<file path="config.mk">
export PLATFORM = sky130hd
export DESIGN_NAME = cit_core
export DESIGN_NICKNAME = d
export VERILOG_FILES = /design/src/logic/cit_pkg.sv /design/src/logic/cit_dec_if.sv /design/src/logic/cit_decode.sv /design/src/logic/cit_core.sv
export VERILOG_INCLUDE_DIRS = /design/src /design/src/logic
export SDC_FILE = /design/constraint.sdc
export NUM_CORES = 1
export LEC_CHECK = 0
export BUFFER_PORTS_ARGS = -buffer_cell sky130_fd_sc_hd__buf_2
export CELL_PAD_IN_SITES_DETAIL_PLACEMENT = 1
export CELL_PAD_IN_SITES_GLOBAL_PLACEMENT = 2
export CORE_ASPECT_RATIO = 1.1
export CORE_UTILIZATION = 36
export CTS_BUF_LIST = sky130_fd_sc_hd__clkbuf_8
export DETAILED_ROUTE_END_ITERATION = 6
export PLACE_DENSITY_LB_ADDON = 0.1
export SETUP_SLACK_MARGIN = 0.3
export SLEW_MARGIN = 20
export SYNTH_ARGS = -nofsm -noshare
export SYNTH_HDL_FRONTEND = slang
export SYNTH_SLANG_ARGS = --single-unit
</file>
<file path="constraint.sdc">
create_clock -name clock_i -period 6.9 [get_ports clock_i]
set_input_delay 0.345 -clock clock_i [delete_from_list [all_inputs] [get_ports clock_i]]
set_output_delay 0.345 -clock clock_i [all_outputs]
set_load 0.02 [all_outputs]
</file>
<file path="src/logic/cit_regs.svh">
`ifndef CIT_REGS_SVH
`define CIT_REGS_SVH

// ==========================================================================
// Program byte counts
`define CIT_B0 2'h0
`define CIT_B1 2'h1
`define CIT_B2 2'h2
`define CIT_B3 2'h3

// ==========================================================================
// Execution times in system clocks
`define CIT_C0 4'h0
`define CIT_C1 4'h1
`define CIT_C2 4'h2
`define CIT_C3 4'h3
`define CIT_C4 4'h4
`define CIT_C5 4'h5
`define CIT_C8 4'h8
`define CIT_MAX_CYC 4'h8

// ==========================================================================
// Status word flag update mask: {carry, aux carry, overflow}
`define CIT_FL_NONE 3'h0
`define CIT_FL_CY 3'h4
`define CIT_FL_CYOV 3'h5
`define CIT_FL_ALL 3'h7

// ==========================================================================
// Register file address layout
`define CIT_ADDR_PAD 3'h0
`define CIT_RI_PAD 2'h0
`define CIT_ADDR_RST 8'h00

`endif

</file>
<file path="src/logic/cit_pkg.sv">
package cit_pkg;

  // ========================================================================
  // Operand addressing modes
  typedef enum logic [2:0] {
    CIT_AM_IMPLIED  = 3'b000,
    CIT_AM_REG      = 3'b001,
    CIT_AM_DIRECT   = 3'b010,
    CIT_AM_INDIRECT = 3'b011,
    CIT_AM_IMM      = 3'b100,
    CIT_AM_BIT      = 3'b101,
    CIT_AM_CODE     = 3'b110,
    CIT_AM_BRANCH   = 3'b111
  } cit_amode_t;

  // ========================================================================
  // Sequencer states
  typedef enum logic {
    CIT_ST_IDLE = 1'b0,
    CIT_ST_EXEC = 1'b1
  } cit_state_t;

  // ========================================================================
  // One decoded instruction
  typedef struct packed {
    cit_amode_t amode;
    logic [1:0] bytes;
    logic [3:0] cycles;
    logic cond;
    logic [2:0] flags;
    logic illegal;
  } cit_dec_t;

endpackage : cit_pkg

</file>
<file path="src/logic/cit_dec_if.sv">
`timescale 1ns/10ps

interface cit_dec_if;
  import cit_pkg::*;

  logic [7:0] opcode;
  cit_dec_t dec;

  modport decoder (input opcode, output dec);
  modport sequencer (output opcode, input dec);
endinterface : cit_dec_if

</file>
<file path="src/logic/cit_decode.sv">
`timescale 1ns/10ps
`include "cit_regs.svh"

module cit_decode (
  cit_dec_if.decoder dif // Opcode in, decoded fields out
);
  import cit_pkg::*;

  function automatic cit_dec_t mk(input cit_amode_t m, input logic [1:0] b,
                                  input logic [3:0] c, input logic k,
                                  input logic [2:0] f);
    cit_dec_t d;
    d.amode = m;
    d.bytes = b;
    d.cycles = c;
    d.cond = k;
    d.flags = f;
    d.illegal = 1'b0;
    return d;
  endfunction : mk

  // ========================================================================
  // Opcode map; cycles is the not-taken time for conditional forms
  always_comb begin
    dif.dec = mk(CIT_AM_IMPLIED, `CIT_B1, `CIT_C1, 1'b0, `CIT_FL_NONE);
    casez (dif.opcode)
      8'h00: dif.dec = mk(CIT_AM_IMPLIED, `CIT_B1, `CIT_C1, 1'b0, `CIT_FL_NONE);
      8'h?1: dif.dec = mk(CIT_AM_BRANCH, `CIT_B2, `CIT_C3, 1'b0, `CIT_FL_NONE);
      8'h02, 8'h12: dif.dec = mk(CIT_AM_BRANCH, `CIT_B3, `CIT_C4, 1'b0, `CIT_FL_NONE);
      8'h22, 8'h32: dif.dec = mk(CIT_AM_IMPLIED, `CIT_B1, `CIT_C5, 1'b0, `CIT_FL_NONE);
      8'h10, 8'h20, 8'h30:
        dif.dec = mk(CIT_AM_BIT, `CIT_B3, `CIT_C3, 1'b1, `CIT_FL_NONE);
      8'h40, 8'h50, 8'h60, 8'h70:
        dif.dec = mk(CIT_AM_BRANCH, `CIT_B2, `CIT_C2, 1'b1, `CIT_FL_NONE);
      8'h80: dif.dec = mk(CIT_AM_BRANCH, `CIT_B2, `CIT_C3, 1'b0, `CIT_FL_NONE);
      8'h90: dif.dec = mk(CIT_AM_IMM, `CIT_B3, `CIT_C3, 1'b0, `CIT_FL_NONE);
      8'hA0, 8'hB0, 8'h72, 8'h82, 8'hA2:
        dif.dec = mk(CIT_AM_BIT, `CIT_B2, `CIT_C2, 1'b0, `CIT_FL_CY);
      8'h92, 8'hB2, 8'hC2, 8'hD2:
        dif.dec = mk(CIT_AM_BIT, `CIT_B2, `CIT_C2, 1'b0, `CIT_FL_NONE);
      8'hC0, 8'hD0: dif.dec = mk(CIT_AM_DIRECT, `CIT_B2, `CIT_C2, 1'b0, `CIT_FL_NONE);
      8'hE0, 8'hF0, 8'hE2, 8'hF2, 8'hE3, 8'hF3:
        dif.dec = mk(CIT_AM_INDIRECT, `CIT_B1, `CIT_C3, 1'b0, `CIT_FL_NONE);
      8'h42, 8'h52, 8'h62:
        dif.dec = mk(CIT_AM_DIRECT, `CIT_B2, `CIT_C2, 1'b0, `CIT_FL_NONE);
      8'h03, 8'h23: dif.dec = mk(CIT_AM_IMPLIED, `CIT_B1, `CIT_C1, 1'b0, `CIT_FL_NONE);
      8'h13, 8'h33: dif.dec = mk(CIT_AM_IMPLIED, `CIT_B1, `CIT_C1, 1'b0, `CIT_FL_CY);
      8'h43, 8'h53, 8'h63:
        dif.dec = mk(CIT_AM_DIRECT, `CIT_B3, `CIT_C3, 1'b0, `CIT_FL_NONE);
      8'h73, 8'h83, 8'h93: dif.dec = mk(CIT_AM_CODE, `CIT_B1, `CIT_C3, 1'b0, `CIT_FL_NONE);
      8'hA3:
        dif.dec = mk(CIT_AM_IMPLIED, `CIT_B1, `CIT_C1, 1'b0, `CIT_FL_NONE);
      8'hB3, 8'hC3, 8'hD3, 8'hD4:
        dif.dec = mk(CIT_AM_IMPLIED, `CIT_B1, `CIT_C1, 1'b0, `CIT_FL_CY);
      8'h04, 8'h14, 8'hC4, 8'hE4, 8'hF4:
        dif.dec = mk(CIT_AM_IMPLIED, `CIT_B1, `CIT_C1, 1'b0, `CIT_FL_NONE);
      8'h24, 8'h34, 8'h94:
        dif.dec = mk(CIT_AM_IMM, `CIT_B2, `CIT_C2, 1'b0, `CIT_FL_ALL);
      8'h44, 8'h54, 8'h64, 8'h74:
        dif.dec = mk(CIT_AM_IMM, `CIT_B2, `CIT_C2, 1'b0, `CIT_FL_NONE);
      8'h84:
        dif.dec = mk(CIT_AM_IMPLIED, `CIT_B1, `CIT_C8, 1'b0, `CIT_FL_CYOV);
      8'hA4:
        dif.dec = mk(CIT_AM_IMPLIED, `CIT_B1, `CIT_C4, 1'b0, `CIT_FL_CYOV);
      8'hA5: begin
        // Unassigned code runs as a one-clock no-op
        dif.dec = mk(CIT_AM_IMPLIED, `CIT_B1, `CIT_C1, 1'b0, `CIT_FL_NONE);
        dif.dec.illegal = 1'b1;
      end
      8'hB4: dif.dec = mk(CIT_AM_IMM, `CIT_B3, `CIT_C3, 1'b1, `CIT_FL_CY);
      8'hB5: dif.dec = mk(CIT_AM_DIRECT, `CIT_B3, `CIT_C4, 1'b1, `CIT_FL_CY);
      8'hD5: dif.dec = mk(CIT_AM_DIRECT, `CIT_B3, `CIT_C3, 1'b1, `CIT_FL_NONE);
      8'h75, 8'h85: dif.dec = mk(CIT_AM_DIRECT, `CIT_B3, `CIT_C3, 1'b0, `CIT_FL_NONE);
      8'h25, 8'h35, 8'h95:
        dif.dec = mk(CIT_AM_DIRECT, `CIT_B2, `CIT_C2, 1'b0, `CIT_FL_ALL);
      8'h?5:
        dif.dec = mk(CIT_AM_DIRECT, `CIT_B2, `CIT_C2, 1'b0, `CIT_FL_NONE);
      8'b1011011?: dif.dec = mk(CIT_AM_INDIRECT, `CIT_B3, `CIT_C4, 1'b1, `CIT_FL_CY);
      8'b0111011?, 8'b1000011?, 8'b1010011?:
        dif.dec = mk(CIT_AM_INDIRECT, `CIT_B2, `CIT_C2, 1'b0, `CIT_FL_NONE);
      8'b0010011?, 8'b0011011?, 8'b1001011?:
        dif.dec = mk(CIT_AM_INDIRECT, `CIT_B1, `CIT_C2, 1'b0, `CIT_FL_ALL);
      8'b????011?:
        dif.dec = mk(CIT_AM_INDIRECT, `CIT_B1, `CIT_C2, 1'b0, `CIT_FL_NONE);
      8'b10111???: dif.dec = mk(CIT_AM_REG, `CIT_B3, `CIT_C3, 1'b1, `CIT_FL_CY);
      8'b11011???: dif.dec = mk(CIT_AM_REG, `CIT_B2, `CIT_C2, 1'b1, `CIT_FL_NONE);
      8'b01111???, 8'b10001???, 8'b10101???:
        dif.dec = mk(CIT_AM_REG, `CIT_B2, `CIT_C2, 1'b0, `CIT_FL_NONE);
      8'b00101???, 8'b00111???, 8'b10011???:
        dif.dec = mk(CIT_AM_REG, `CIT_B1, `CIT_C1, 1'b0, `CIT_FL_ALL);
      8'b????1???:
        dif.dec = mk(CIT_AM_REG, `CIT_B1, `CIT_C1, 1'b0, `CIT_FL_NONE);
      default: dif.dec = mk(CIT_AM_IMPLIED, `CIT_B1, `CIT_C1, 1'b0, `CIT_FL_NONE);
    endcase
  end

endmodule : cit_decode

</file>
<file path="src/logic/cit_core.sv">
//
// Contract
// - Opcodes decode exactly as the standard 8051
// - Timing counted in single system clocks only
// - Untaken conditional branch finishes one clock sooner
// - No instruction exceeds eight clocks; divide takes eight
// - 109 instructions with the documented time distribution
// - Clocks generally equal program bytes, except listed forms
// - Accumulator ALU with bank register: 1 byte, 1 clock
// - Accumulator ALU with direct byte: 2 bytes, 2 clocks
// - Indirect ALU, increment, decrement: 1 byte, 2 clocks
// - Accumulator ALU with immediate: 2 bytes, 2 clocks
// - Logic immediate-to-direct 3/3; accumulator-to-direct 2/2
// - Data pointer pair increment: 1 byte, 1 clock
// - Bank register picks R0..R7 in current bank
// - Indirect address from bank register 0 or 1
`timescale 1ns/10ps
`include "cit_regs.svh"

module cit_core (
  input wire logic clock_i, // System clock, 250 MHz
  input wire logic reset_i, // Synchronous reset, active high
  input wire logic opcode_valid_i, // Opcode offered this cycle
  input wire logic [7:0] opcode_i, // First program byte
  input wire logic taken_i, // Branch condition met, with opcode
  input wire logic [1:0] bank_sel_i, // Register bank from status word
  output logic ready_o, // Opcode may be taken this cycle
  output logic busy_o, // An instruction is executing
  output logic done_o, // Last clock of the instruction
  output logic [1:0] bytes_o, // Program bytes of the instruction
  output logic [3:0] cycles_o, // Clocks this instruction takes
  output cit_pkg::cit_amode_t amode_o, // Operand addressing mode
  output logic [7:0] reg_addr_o, // Bank register or pointer address
  output logic [2:0] flag_mask_o, // Status word flags updated
  output logic illegal_o // Unassigned opcode seen
);
  import cit_pkg::*;

  cit_dec_if dif ();

  cit_state_t state_reg;
  logic ready_reg;
  logic done_reg;
  logic [3:0] remain_reg;
  logic accept;
  logic [3:0] eff_cycles;
  logic [3:0] run_len_reg;

  // ========================================================================
  // Decode
  assign dif.opcode = opcode_i;

  cit_decode u_decode (
    .dif (dif.decoder)
  );

  assign accept = opcode_valid_i && ready_reg;
  // Taken branch costs one extra clock over the untaken time
  assign eff_cycles = dif.dec.cycles + {3'h0, dif.dec.cond & taken_i};

  // ========================================================================
  // Clock counter: one step per system clock, no machine cycles
  always_ff @(posedge clock_i) begin
    if (reset_i) begin
      remain_reg <= `CIT_C0;
    end else if (accept) begin
      remain_reg <= eff_cycles - `CIT_C1;
    end else if (remain_reg != `CIT_C0) begin
      remain_reg <= remain_reg - `CIT_C1;
    end
  end

  // Ready returns in the last clock so instructions run back to back
  always_ff @(posedge clock_i) begin
    if (reset_i) begin
      ready_reg <= 1'b1;
      done_reg <= 1'b0;
    end else if (accept) begin
      ready_reg <= (eff_cycles == `CIT_C1);
      done_reg <= (eff_cycles == `CIT_C1);
    end else begin
      ready_reg <= ready_reg || (remain_reg == `CIT_C1);
      done_reg <= (remain_reg == `CIT_C1);
    end
  end

  always_ff @(posedge clock_i) begin
    if (reset_i) begin
      state_reg <= CIT_ST_IDLE;
    end else begin
      unique case (state_reg)
        CIT_ST_IDLE: begin
          if (accept) begin
            state_reg <= CIT_ST_EXEC;
          end
        end
        CIT_ST_EXEC: begin
          if (done_reg && !accept) begin
            state_reg <= CIT_ST_IDLE;
          end
        end
      endcase
    end
  end

  // ========================================================================
  // Instruction attributes, held for the whole instruction
  always_ff @(posedge clock_i) begin
    if (reset_i) begin
      bytes_o <= `CIT_B0;
      cycles_o <= `CIT_C0;
      amode_o <= CIT_AM_IMPLIED;
      flag_mask_o <= `CIT_FL_NONE;
      illegal_o <= 1'b0;
    end else if (accept) begin
      bytes_o <= dif.dec.bytes;
      cycles_o <= eff_cycles;
      amode_o <= dif.dec.amode;
      flag_mask_o <= dif.dec.flags;
      illegal_o <= dif.dec.illegal;
    end
  end

  // Register address within the bank selected at issue
  always_ff @(posedge clock_i) begin
    if (reset_i) begin
      reg_addr_o <= `CIT_ADDR_RST;
    end else if (accept && dif.dec.amode == CIT_AM_REG) begin
      reg_addr_o <= {`CIT_ADDR_PAD, bank_sel_i, opcode_i[2:0]};
    end else if (accept && dif.dec.amode == CIT_AM_INDIRECT) begin
      // Pointer register 0 or 1 from the opcode's low bit
      reg_addr_o <= {`CIT_ADDR_PAD, bank_sel_i, `CIT_RI_PAD, opcode_i[0]};
    end
  end

  assign ready_o = ready_reg;
  assign done_o = done_reg;
  assign busy_o = (state_reg == CIT_ST_EXEC);

  // ========================================================================
  // Checks
  always_ff @(posedge clock_i) begin
    if (reset_i) begin
      run_len_reg <= `CIT_C0;
    end else if (accept) begin
      run_len_reg <= `CIT_C1;
    end else if (done_reg) begin
      run_len_reg <= `CIT_C0;
    end else if (run_len_reg != `CIT_C0) begin
      run_len_reg <= run_len_reg + `CIT_C1;
    end
  end

  property p_len_matches;
    @(posedge clock_i) disable iff (reset_i)
      done_o |-> (run_len_reg == cycles_o);
  endproperty
  a_len_matches: assert property (p_len_matches)
    else $error("instruction length differs from its clock count");

  property p_max_eight;
    @(posedge clock_i) disable iff (reset_i)
      busy_o |-> (run_len_reg <= `CIT_MAX_CYC);
  endproperty
  a_max_eight: assert property (p_max_eight)
    else $error("instruction ran past eight clocks");

  property p_nop_single;
    @(posedge clock_i) disable iff (reset_i)
      (accept && opcode_i == 8'h00) |=> done_o && busy_o;
  endproperty
  a_nop_single: assert property (p_nop_single)
    else $error("no-op did not finish in one clock");

  property p_branch_gap;
    @(posedge clock_i) disable iff (reset_i)
      (accept && opcode_i == 8'h40 && !taken_i) |=> !done_o ##1 done_o;
  endproperty
  a_branch_gap: assert property (p_branch_gap)
    else $error("untaken carry branch not two clocks");

  property p_branch_taken;
    @(posedge clock_i) disable iff (reset_i)
      (accept && opcode_i == 8'h40 && taken_i) |=> !done_o [*2] ##1 done_o;
  endproperty
  a_branch_taken: assert property (p_branch_taken)
    else $error("taken carry branch not three clocks");

  property p_alu_reg;
    @(posedge clock_i) disable iff (reset_i)
      (accept && opcode_i[7:3] == 5'b00101) |=> done_o && bytes_o == `CIT_B1;
  endproperty
  a_alu_reg: assert property (p_alu_reg)
    else $error("add with bank register not one byte one clock");

  property p_alu_direct;
    @(posedge clock_i) disable iff (reset_i)
      (accept && opcode_i == 8'h55) |=> (!done_o && bytes_o == `CIT_B2) ##1 done_o;
  endproperty
  a_alu_direct: assert property (p_alu_direct)
    else $error("and with direct byte not two clocks");

  property p_alu_ind;
    @(posedge clock_i) disable iff (reset_i)
      (accept && opcode_i[7:1] == 7'b0000011) |=> (!done_o && bytes_o == `CIT_B1) ##1 done_o;
  endproperty
  a_alu_ind: assert property (p_alu_ind)
    else $error("indirect increment not one byte two clocks");

  property p_alu_imm;
    @(posedge clock_i) disable iff (reset_i)
      (accept && opcode_i == 8'h24) |=> (!done_o && bytes_o == `CIT_B2) ##1 done_o;
  endproperty
  a_alu_imm: assert property (p_alu_imm)
    else $error("add immediate not two clocks");

  property p_logic_dir_imm;
    @(posedge clock_i) disable iff (reset_i)
      (accept && opcode_i == 8'h63) |=> (!done_o && bytes_o == `CIT_B3) [*2] ##1 done_o;
  endproperty
  a_logic_dir_imm: assert property (p_logic_dir_imm)
    else $error("xor immediate to direct not three clocks");

  property p_data_pointer_pair_inc;
    @(posedge clock_i) disable iff (reset_i)
      (accept && opcode_i == 8'hA3) |=> done_o && bytes_o == `CIT_B1;
  endproperty
  a_data_pointer_pair_inc: assert property (p_data_pointer_pair_inc)
    else $error("pointer increment not one clock");

  property p_divide;
    @(posedge clock_i) disable iff (reset_i)
      (accept && opcode_i == 8'h84) |=> !done_o [*7] ##1 done_o;
  endproperty
  a_divide: assert property (p_divide)
    else $error("divide not eight clocks");

  property p_bank_addr;
    @(posedge clock_i) disable iff (reset_i)
      (accept && opcode_i[7:3] == 5'b11101)
        |=> reg_addr_o == {`CIT_ADDR_PAD, $past(bank_sel_i), $past(opcode_i[2:0])};
  endproperty
  a_bank_addr: assert property (p_bank_addr)
    else $error("bank register address wrong");

  property p_ind_addr;
    @(posedge clock_i) disable iff (reset_i)
      (accept && opcode_i[7:1] == 7'b1110011)
        |=> reg_addr_o[7:1] == {`CIT_ADDR_PAD, $past(bank_sel_i), `CIT_RI_PAD};
  endproperty
  a_ind_addr: assert property (p_ind_addr)
    else $error("indirect pointer not register 0 or 1");

endmodule : cit_core

</file>
==> results of run 1 <==
logic make-up (layout without fill, tap and decap cells):
kind of cell | Yosys count | after routing
xor+xnor | 6 | 6
compound gates | 106 | 106
other cells | 1 | 3
flops | 25 | 25
mux | 1 | 1
buf+inv | 37 | 46
fa+ha+maj | 7 | 7
simple gates | 132 | 132
layout make-up:
cell class                      count  area, sq um
Fill cell                         804         3760
Multi-Input combinational cell    255         1660
Sequential cell                    25          500
Timing Repair Buffer               34          170
Tap cell                           80          100
Clock buffer                        3         41.3
Inverter                            8         30.0
Clock inverter                      1         3.75
layout by cell type, fill, tap and decap left out, types with 3 or more instances in the layout:
| cell type | count |
|---|---|
| sky130_fd_sc_hd__a211oi_1 | 3 |
| sky130_fd_sc_hd__nand4_1 | 7 |
| sky130_fd_sc_hd__inv_1 | 9 |
| sky130_fd_sc_hd__or3b_1 | 3 |
| sky130_fd_sc_hd__nor2b_1 | 5 |
| sky130_fd_sc_hd__and3_1 | 4 |
| sky130_fd_sc_hd__o21ai_0 | 18 |
| sky130_fd_sc_hd__nand3_1 | 15 |
| sky130_fd_sc_hd__a311oi_1 | 4 |
| sky130_fd_sc_hd__ha_1 | 7 |
| sky130_fd_sc_hd__clkbuf_8 | 3 |
| sky130_fd_sc_hd__a21o_1 | 5 |
| sky130_fd_sc_hd__nand3b_1 | 3 |
| sky130_fd_sc_hd__o31ai_1 | 7 |
| sky130_fd_sc_hd__nor2_1 | 28 |
| sky130_fd_sc_hd__nand2_1 | 26 |
| sky130_fd_sc_hd__xnor2_1 | 4 |
| sky130_fd_sc_hd__nand2b_1 | 8 |
| sky130_fd_sc_hd__or3_1 | 4 |
| sky130_fd_sc_hd__a21oi_1 | 36 |
| sky130_fd_sc_hd__conb_1 | 3 |
| sky130_fd_sc_hd__dfxtp_1 | 25 |
| sky130_fd_sc_hd__buf_2 | 34 |
| sky130_fd_sc_hd__nor3_1 | 6 |
synthesized netlist by cell type (2+ instances only):
cell type                   count  area [sq um]
sky130_fd_sc_hd__nand2b_1       8          50.1
sky130_fd_sc_hd__a32oi_1        2          17.5
sky130_fd_sc_hd__o21ai_0       18          90.1
sky130_fd_sc_hd__xnor2_1        4          35.0
sky130_fd_sc_hd__nor2_1        28           105
sky130_fd_sc_hd__a2111oi_0      2          17.5
sky130_fd_sc_hd__nor2b_1        5          31.3
sky130_fd_sc_hd__o21ai_1        2          10.0
sky130_fd_sc_hd__clkbuf_1       8          30.0
sky130_fd_sc_hd__o31ai_1        7          52.6
sky130_fd_sc_hd__nand2_1       26          97.6
sky130_fd_sc_hd__nand4_1        7          43.8
sky130_fd_sc_hd__nand3b_1       3          22.5
sky130_fd_sc_hd__buf_6          4          45.0
sky130_fd_sc_hd__ha_1           7          87.6
sky130_fd_sc_hd__nand3_1       15          75.1
sky130_fd_sc_hd__nor3b_1        2          15.0
sky130_fd_sc_hd__a21oi_1       36           180
sky130_fd_sc_hd__a311oi_1       4          35.0
sky130_fd_sc_hd__and3_1         4          25.0
sky130_fd_sc_hd__o21a_1         2          15.0
sky130_fd_sc_hd__nor3b_2        2          25.0
sky130_fd_sc_hd__dfxtp_1       25           500
sky130_fd_sc_hd__a2111o_1       2          22.5
sky130_fd_sc_hd__or3_1          4          25.0
sky130_fd_sc_hd__o2111ai_1      2          17.5
sky130_fd_sc_hd__inv_1          8          30.0
sky130_fd_sc_hd__a211oi_1       3          22.5
sky130_fd_sc_hd__nand4b_1       2          17.5
sky130_fd_sc_hd__a2bb2oi_1      2          17.5
sky130_fd_sc_hd__or3b_1         3          26.3
sky130_fd_sc_hd__and4b_1        2          20.0
sky130_fd_sc_hd__buf_2          9          45.0
sky130_fd_sc_hd__buf_4          8          60.1
sky130_fd_sc_hd__nor3_1         6          30.0
sky130_fd_sc_hd__and2_1         2          12.5
sky130_fd_sc_hd__o31a_1         2          17.5
sky130_fd_sc_hd__a21o_1         5          37.5
sky130_fd_sc_hd__o211ai_1       2          15.0
metal layers:
| layer | track usage | wire [microns] | part of all wire | vias to the layer above |
|---|---|---|---|---|
| met2 | 0.393 | 3490 | 0.47 | 65 |
| met4 | 0.0529 | 75 | 0.010 | 0 |
| met5 | 0 | 0 | 0 | - |
| met3 | 0.0126 | 360 | 0.049 | 6 |
| li1 | - | - | - | 1193 |
| met1 | 0.308 | 3490 | 0.47 | 1141 |
where the power goes:
part           switching (uW)  internal (uW)
clock network            46.6           39.8
registers                13.0            163
logic                     126           76.4
per-stage QoR:
step / setup WS (ps) / utilization / total power [uW]
final: 3580 / 0.400 / 465
after global routing: 3130 / 0.400 / 503
after CTS: 3590 / 0.400 / 469
after detailed placement: 3300 / 0.393 / 383
after global placement: 3340 / 0.393 / 382
after floorplan: 3980 / - / 335
worst reg2reg max path, cell delays in order, from the launching register on:
cell and delay (ps):
sky130_fd_sc_hd__dfxtp_1 370, sky130_fd_sc_hd__and2_1 670, sky130_fd_sc_hd__nand3_1 320, sky130_fd_sc_hd__o31ai_1 360, sky130_fd_sc_hd__a21oi_1 100
worst paths after layout:
| path | slack [ps] | from | end |
|---|---|---|---|
| max | 3580 | opcode_i[2] | remain_reg[2] |
| min | 330 | bank_sel_i[0] | reg_addr_o[3] |
| max reg2reg | 4970 | ready_o | reg_addr_o[2] |
| min reg2reg | 460 | cycles_o[0] | cycles_o[0] |
==> impl_metrics.csv, run 1 <==
group,metric,value,unit
run_status,status,"completed",
route,firstDrtPassIters,4,
critical_path,setup.worst_path.end_class,"flip-flop",
floorplan,number_of_placement_rows,30,
clock_tree,clockBufferDepth,2,
route,wl_per_cell,18.3,microns
clock_tree,worst_skew_late_latency,270,ps
critical_path,setup.worst_path.start_class,"primary input",
sta,worst_hold_slack,330,ps
critical_path,crit_path_frequent_cell,"sky130_fd_sc_hd__ha_1",
finish,number_of_flip_flops_in_the_largest_register,5,
place,port_buffers,34,
critical_path,critPathArrivalTime,3470,ps
critical_path,worst_ep_required_time,7050,ps
pwr,power_leakage,0.00100,uW
synth,syn-cell-area,0.00237,sq mm
critical_path,cp_num_cells,15,
grt,number_of_antenna_violations_at_the_first_check_in_global_routing,0,
critical_path,timing.critical_path.slowest_stage_cell,"sky130_fd_sc_hd__nor4b_4",
sta,worst_clock_skew,3.59,ps
place,dp_cells,402,
route,drt_drc_violations_left,0,
finish,num_antenna_cells,0,
critical_path,critical_path_class,"in -> reg",
synth,synth-adder-area-share,0.0370,
finish,layout_cell_share_with_drive_strength_beyond_1,0.160,
sta,hold_violations,0,
place,dpl_cell_area,0.00246,sq mm
sta,finalSetupViolCount,0,
clock_tree,cts_tree,"yes",
pwr,vdd.ir_drop.worst,0.0000962,V
clock_tree,hold_buffers,0,
synth,yosys_register_bits,25,
critical_path,cp_cell_sequence,"buf_2 -> nor4b_4 -> o21ai_0 -> a211oi_1 -> nor3_1 -> nand3_1 -> o31a_1 -> nand3_1 -> ha_1 -> ha_1 -> inv_1 -> ha_1 -> xnor2_1 -> a21oi_1 -> nor2_1",
synth,synth_simple_gate_area_frac,0.333,
synth,syn_inst,315,
finish,final_design_area_no_fill,0.00251,sq mm
place,gp_routability_congestion,0.866,
synth,synth_compound_gate_area_share,0.299,
route,detail-route-antenna-nets,0,
synth,yosys.area_share.xor_xnor,0.0254,
sta,max_slew.worst_pin.slew,1030,ps
synth,async_flop_share,0,
floorplan,floorplan.die.height,87.0,microns
grt,grt_first_pass_wirelength,12.3,mm
clock_tree,postCtsSetupBuffers,0,
finish,layout_area_overhead,6.03,%
route,routed_wirelength,7.41,mm
place,hpwl,5.48,mm
sta,timing.setup.tns,0,ps
hold_path,min_path_cells,3,
sta,final.min_clock_period,3320,ps
critical_path,cpPeakStageDelay,500,ps
synth,ys_dominant_reg_cell,"sky130_fd_sc_hd__dfxtp_1",
floorplan,ioPinCount,38,
floorplan,area_of_the_core,0.00627,sq mm
route,route.detailed.vias_per_inst,5.92,
clock_tree,htreeDepth,1,
grt,gr-total-overflow,0,
job,max_cap_viol_count,0,
grt,first_global_vias,2326,
sta,final_max_slew_viol_count,0,
clock_tree,clkTransAtPathRegs,90,ps
sta,fraction_of_the_cycle_the_final_worst_path_needs,0.481,
synth,post_synth_mux_area_share,0.00423,
clock_tree,cts_made_buffers,3,
floorplan,start_util,0.377,
hold_path,min-delay-path-class,"in -> reg",
synth,post_synth.cell_area_avg,7.51,sq um
clock_tree,cts_resized,0,
critical_path,cp_num_buf_inv,2,
synth,synth.distinct_cells,71,
clock_tree,cts_sinks,25,
critical_path,ff2ff_path_depth,4,
synth,synth_sequential_area_ratio,0.212,
pwr,power.density,185,mW/mm^2
sta,rsz0062_at_grt,"no",
route,first_iter_violations,132,
critical_path,critical-path-top-delay-family,"simple AND/OR/NAND/NOR gates",
critical_path,critical_path_peak_fanout,22,
floorplan,die_w,79.3,microns
synth,synth.yosys.warnings,0,
grt,grt_usage,0.227,
grt,grt_max_degree,35,
finish,finalNonFillerCells,406,
sta,fmax,301,MHz
finish,fin_nets,348,
floorplan,fp.dieArea,0.00690,sq mm
clock_tree,ctsRootBufferMaster,"sky130_fd_sc_hd__clkbuf_8",
synth,synth-edff-count,0,
synth,combinational_family_with_the_most_area_after_synthesis,"simple AND/OR/NAND/NOR gates",
sta,slew-limit-headroom,0.295,
route,dr_total_vias,2405,
No activity file was read; power rests on OpenSTA's default activity.
==> inputs of run 2 (changes only) <==
CORE_UTILIZATION = 30   (was 36)
clock period = 2.8 ns   (was 6.9 ns; I/O delays follow)
==> run 2 against run 1 <==
Non-clock buffer count increased by 102. Critical path depth did not move. Cell count up 31%. Register-to-register slack worse by 3700 ps. Cell area increased by 42%. Die area increased by 19%. Via count is 19% higher. Critical path type unchanged. Sequential power grew 150%. Clock power up 140%. Global-route usage increased by 1.3 points.
==> impl_metrics.csv, run 2 (same netlist as run 1, synthesis figures left out) <==
group,metric,value,unit
place,hpwl,7.36,mm
sta,finalSetupViolCount,0,
clock_tree,cts_made_buffers,3,
grt,gr-max-usage-layer,"met2",
pwr,clockPowerShare,0.161,
critical_path,worst_ep_required_time,2950,ps
critical_path,critical_path_class,"in -> reg",
route,route.detailed.vias_per_inst,5.38,
floorplan,floorplan.die.height,95.1,microns
critical_path,critical-path-top-delay-family,"simple AND/OR/NAND/NOR gates",
clock_tree,ctsRootBufferMaster,"sky130_fd_sc_hd__clkbuf_8",
grt,first_global_vias,2880,
pwr,share_seq_of_total_power,0.334,
critical_path,rr_endpoint,"remain_reg[1]",
floorplan,ioPinCount,38,
finish,layout_area_overhead,50.9,%
floorplan,area_of_the_core,0.00756,sq mm
sta,slew-limit-headroom,0.537,
grt,grt_first_pass_wirelength,15.3,mm
pwr,power.share.combinational,0.504,
critical_path,setup.worst_path.start_class,"primary input",
sta,hold_violations,0,
finish,number_of_flip_flops_in_the_largest_register,5,
route,first_iter_violations,116,
sta,final_max_slew_viol_count,0,
grt,grt_max_degree,26,
hold_path,worstHoldStart,"bank_sel_i[0]",
critical_path,cp_num_buf_inv,2,
critical_path,ff2ff_setup_slack,1290,ps
critical_path,timing.critical_path.slowest_stage_cell,"sky130_fd_sc_hd__or3_4",
finish,num_antenna_cells,0,
place,dp_cells,504,
finish,final_design_area_no_fill,0.00357,sq mm
critical_path,ff2ff_path_depth,6,
finish,seqCellArea,500,sq um
clock_tree,worst_skew_late_latency,260,ps
route,wl_per_cell,18.4,microns
finish,layout_cell_share_with_drive_strength_beyond_1,0.432,
grt,grt_util_met1,0.313,
grt,gr-total-overflow,0,
critical_path,crit_path_frequent_cell,"sky130_fd_sc_hd__ha_4",
sta,max_slew.worst_pin.slew,677,ps
route,firstDrtPassIters,4,
critical_path,cp_cell_sequence,"buf_8 -> or3_4 -> a311o_1 -> o21a_1 -> and4_4 -> nand3_2 -> o31a_1 -> nand3_1 -> ha_2 -> ha_4 -> inv_4 -> ha_4 -> xnor2_1 -> a21oi_1 -> nor2_1",
route,dr_total_vias,2865,
critical_path,critical_path_peak_fanout,5,
pwr,netSwitchingFraction,0.386,
route,detail-route-antenna-nets,0,
route,drt_drc_violations_left,0,
pwr,power.internal,800,uW
critical_path,critPathArrivalTime,2630,ps
floorplan,number_of_placement_rows,33,
grt,grtUsageMet2,0.425,
place,dpl_cell_area,0.00313,sq mm
finish,layout.cells.most_common_list,"sky130_fd_sc_hd__buf_4, sky130_fd_sc_hd__a21oi_1, sky130_fd_sc_hd__nand2_1, sky130_fd_sc_hd__nor2_1, sky130_fd_sc_hd__buf_2",
grt,globalRouteMet3Util,0.0312,
finish,fillers,964,
critical_path,worstReg2RegStart,"remain_reg[1]",
finish,fin_nets,450,
finish,multiInputGateArea,0.00185,sq mm
sta,rsz0062_at_grt,"yes",
sta,final.min_clock_period,2490,ps
floorplan,fp.dieArea,0.00825,sq mm
critical_path,cpPeakStageDelay,400,ps
route,routed_wirelength,9.79,mm
floorplan,start_util,0.313,
sta,fraction_of_the_cycle_the_final_worst_path_needs,0.888,
critical_path,setup.worst_path.end_class,"flip-flop",
finish,mostFrequentLayoutCell,"sky130_fd_sc_hd__buf_4",
pwr,power_leakage,0.00156,uW
floorplan,die_w,86.7,microns
clock_tree,cts_tree,"yes",
place,gp_routability_congestion,0.909,
pwr,vdd.ir_drop.worst,0.000278,V
pwr,power,1300,uW
run_status,status,"completed",
finish,finalNonFillerCells,533,
clock_tree,clockBufferDepth,2,
grt,number_of_antenna_violations_at_the_first_check_in_global_routing,0,
pwr,power.density,365,mW/mm^2
clock_tree,cts_sinks,25,
pwr,p_switching,503,uW
hold_path,min_to,"reg_addr_o[3]",
clock_tree,htreeDepth,1,
grt,grt_usage,0.240,
job,max_cap_viol_count,0,
sta,fmax,402,MHz
sta,worst_clock_skew,4.13,ps
hold_path,min-delay-path-class,"in -> reg",
clock_tree,clkTransAtPathRegs,90,ps
hold_path,min_path_cells,3,
place,port_buffers,34,
==> run 2: changes by cell type in the layout (fill, tap and decap cells not counted), moves of 3 or more <==
cell and change:
sky130_fd_sc_hd__buf_6 +14, sky130_fd_sc_hd__nand3_2 +5, sky130_fd_sc_hd__nand3_1 -5, sky130_fd_sc_hd__a21oi_1 -4, sky130_fd_sc_hd__buf_2 -8, sky130_fd_sc_hd__a21oi_2 +3
sky130_fd_sc_hd__buf_4 +95, sky130_fd_sc_hd__ha_1 -4
==> run 2: tightest hold or removal path: stages <==
cell                      delay [ps]
sky130_fd_sc_hd__buf_2           100
sky130_fd_sc_hd__nand4_1          60
sky130_fd_sc_hd__a21oi_1          50
==> run 2: power by group through the flow <==
stage	registers (uW)	clock network, uW	logic, uW
after global placement	444	0	599
after detailed placement	445	0	606
after global routing	442	237	722
final	436	210	657
after CTS	437	222	622
after floorplan	472	0	372
==> run 2: layer usage <==
layer  wire, microns  vias up
met3             363       14
met4             166        0
li1                -     1391
met2            4810       64
met1            4450     1396
met5               0        -
==> run 2: area by class of cell <==
| class | instances | area share |
|---|---|---|
| Timing Repair Buffer | 136 | 0.285 |
| Sequential cell | 25 | 0.140 |
| Tap cell | 105 | 0.0368 |
| Multi-Input combinational cell | 255 | 0.517 |
| Clock inverter | 1 | 0.00105 |
| Clock buffer | 3 | 0.0116 |
| Inverter | 8 | 0.00911 |
==> run 2: timing repair <==
item                       4_1_cts  5_1_grt
setup endpoints to repair        6       13
resized for setup               15       42
pin swaps                       12       27
buffers inserted                16        9
hold buffers                     0        0
==> run 2: stage by stage <==
stage	setup TNS (ps)	setup slack, ps	utilization	hold slack, ps
after floorplan	0	140	-	290
after global placement	-590	-171	0.414	402
after detailed placement	-860	-200	0.414	408
after CTS	0	284	0.443	120
after global routing	0	225	0.473	132
final	0	313	0.473	125
==> run 2: how the worst max path moves through the flow <==
stage | startpoint | endpoint | slack, ps | cells after the start
after floorplan | opcode_i[2] | remain_reg[1] | 140 | 15
after global placement | opcode_i[3] | remain_reg[1] | -170 | 13
after detailed placement | opcode_i[3] | remain_reg[1] | -200 | 15
after CTS | opcode_i[4] | remain_reg[1] | 280 | 16
after global routing | opcode_i[2] | remain_reg[2] | 220 | 15
final | opcode_i[2] | remain_reg[2] | 310 | 15
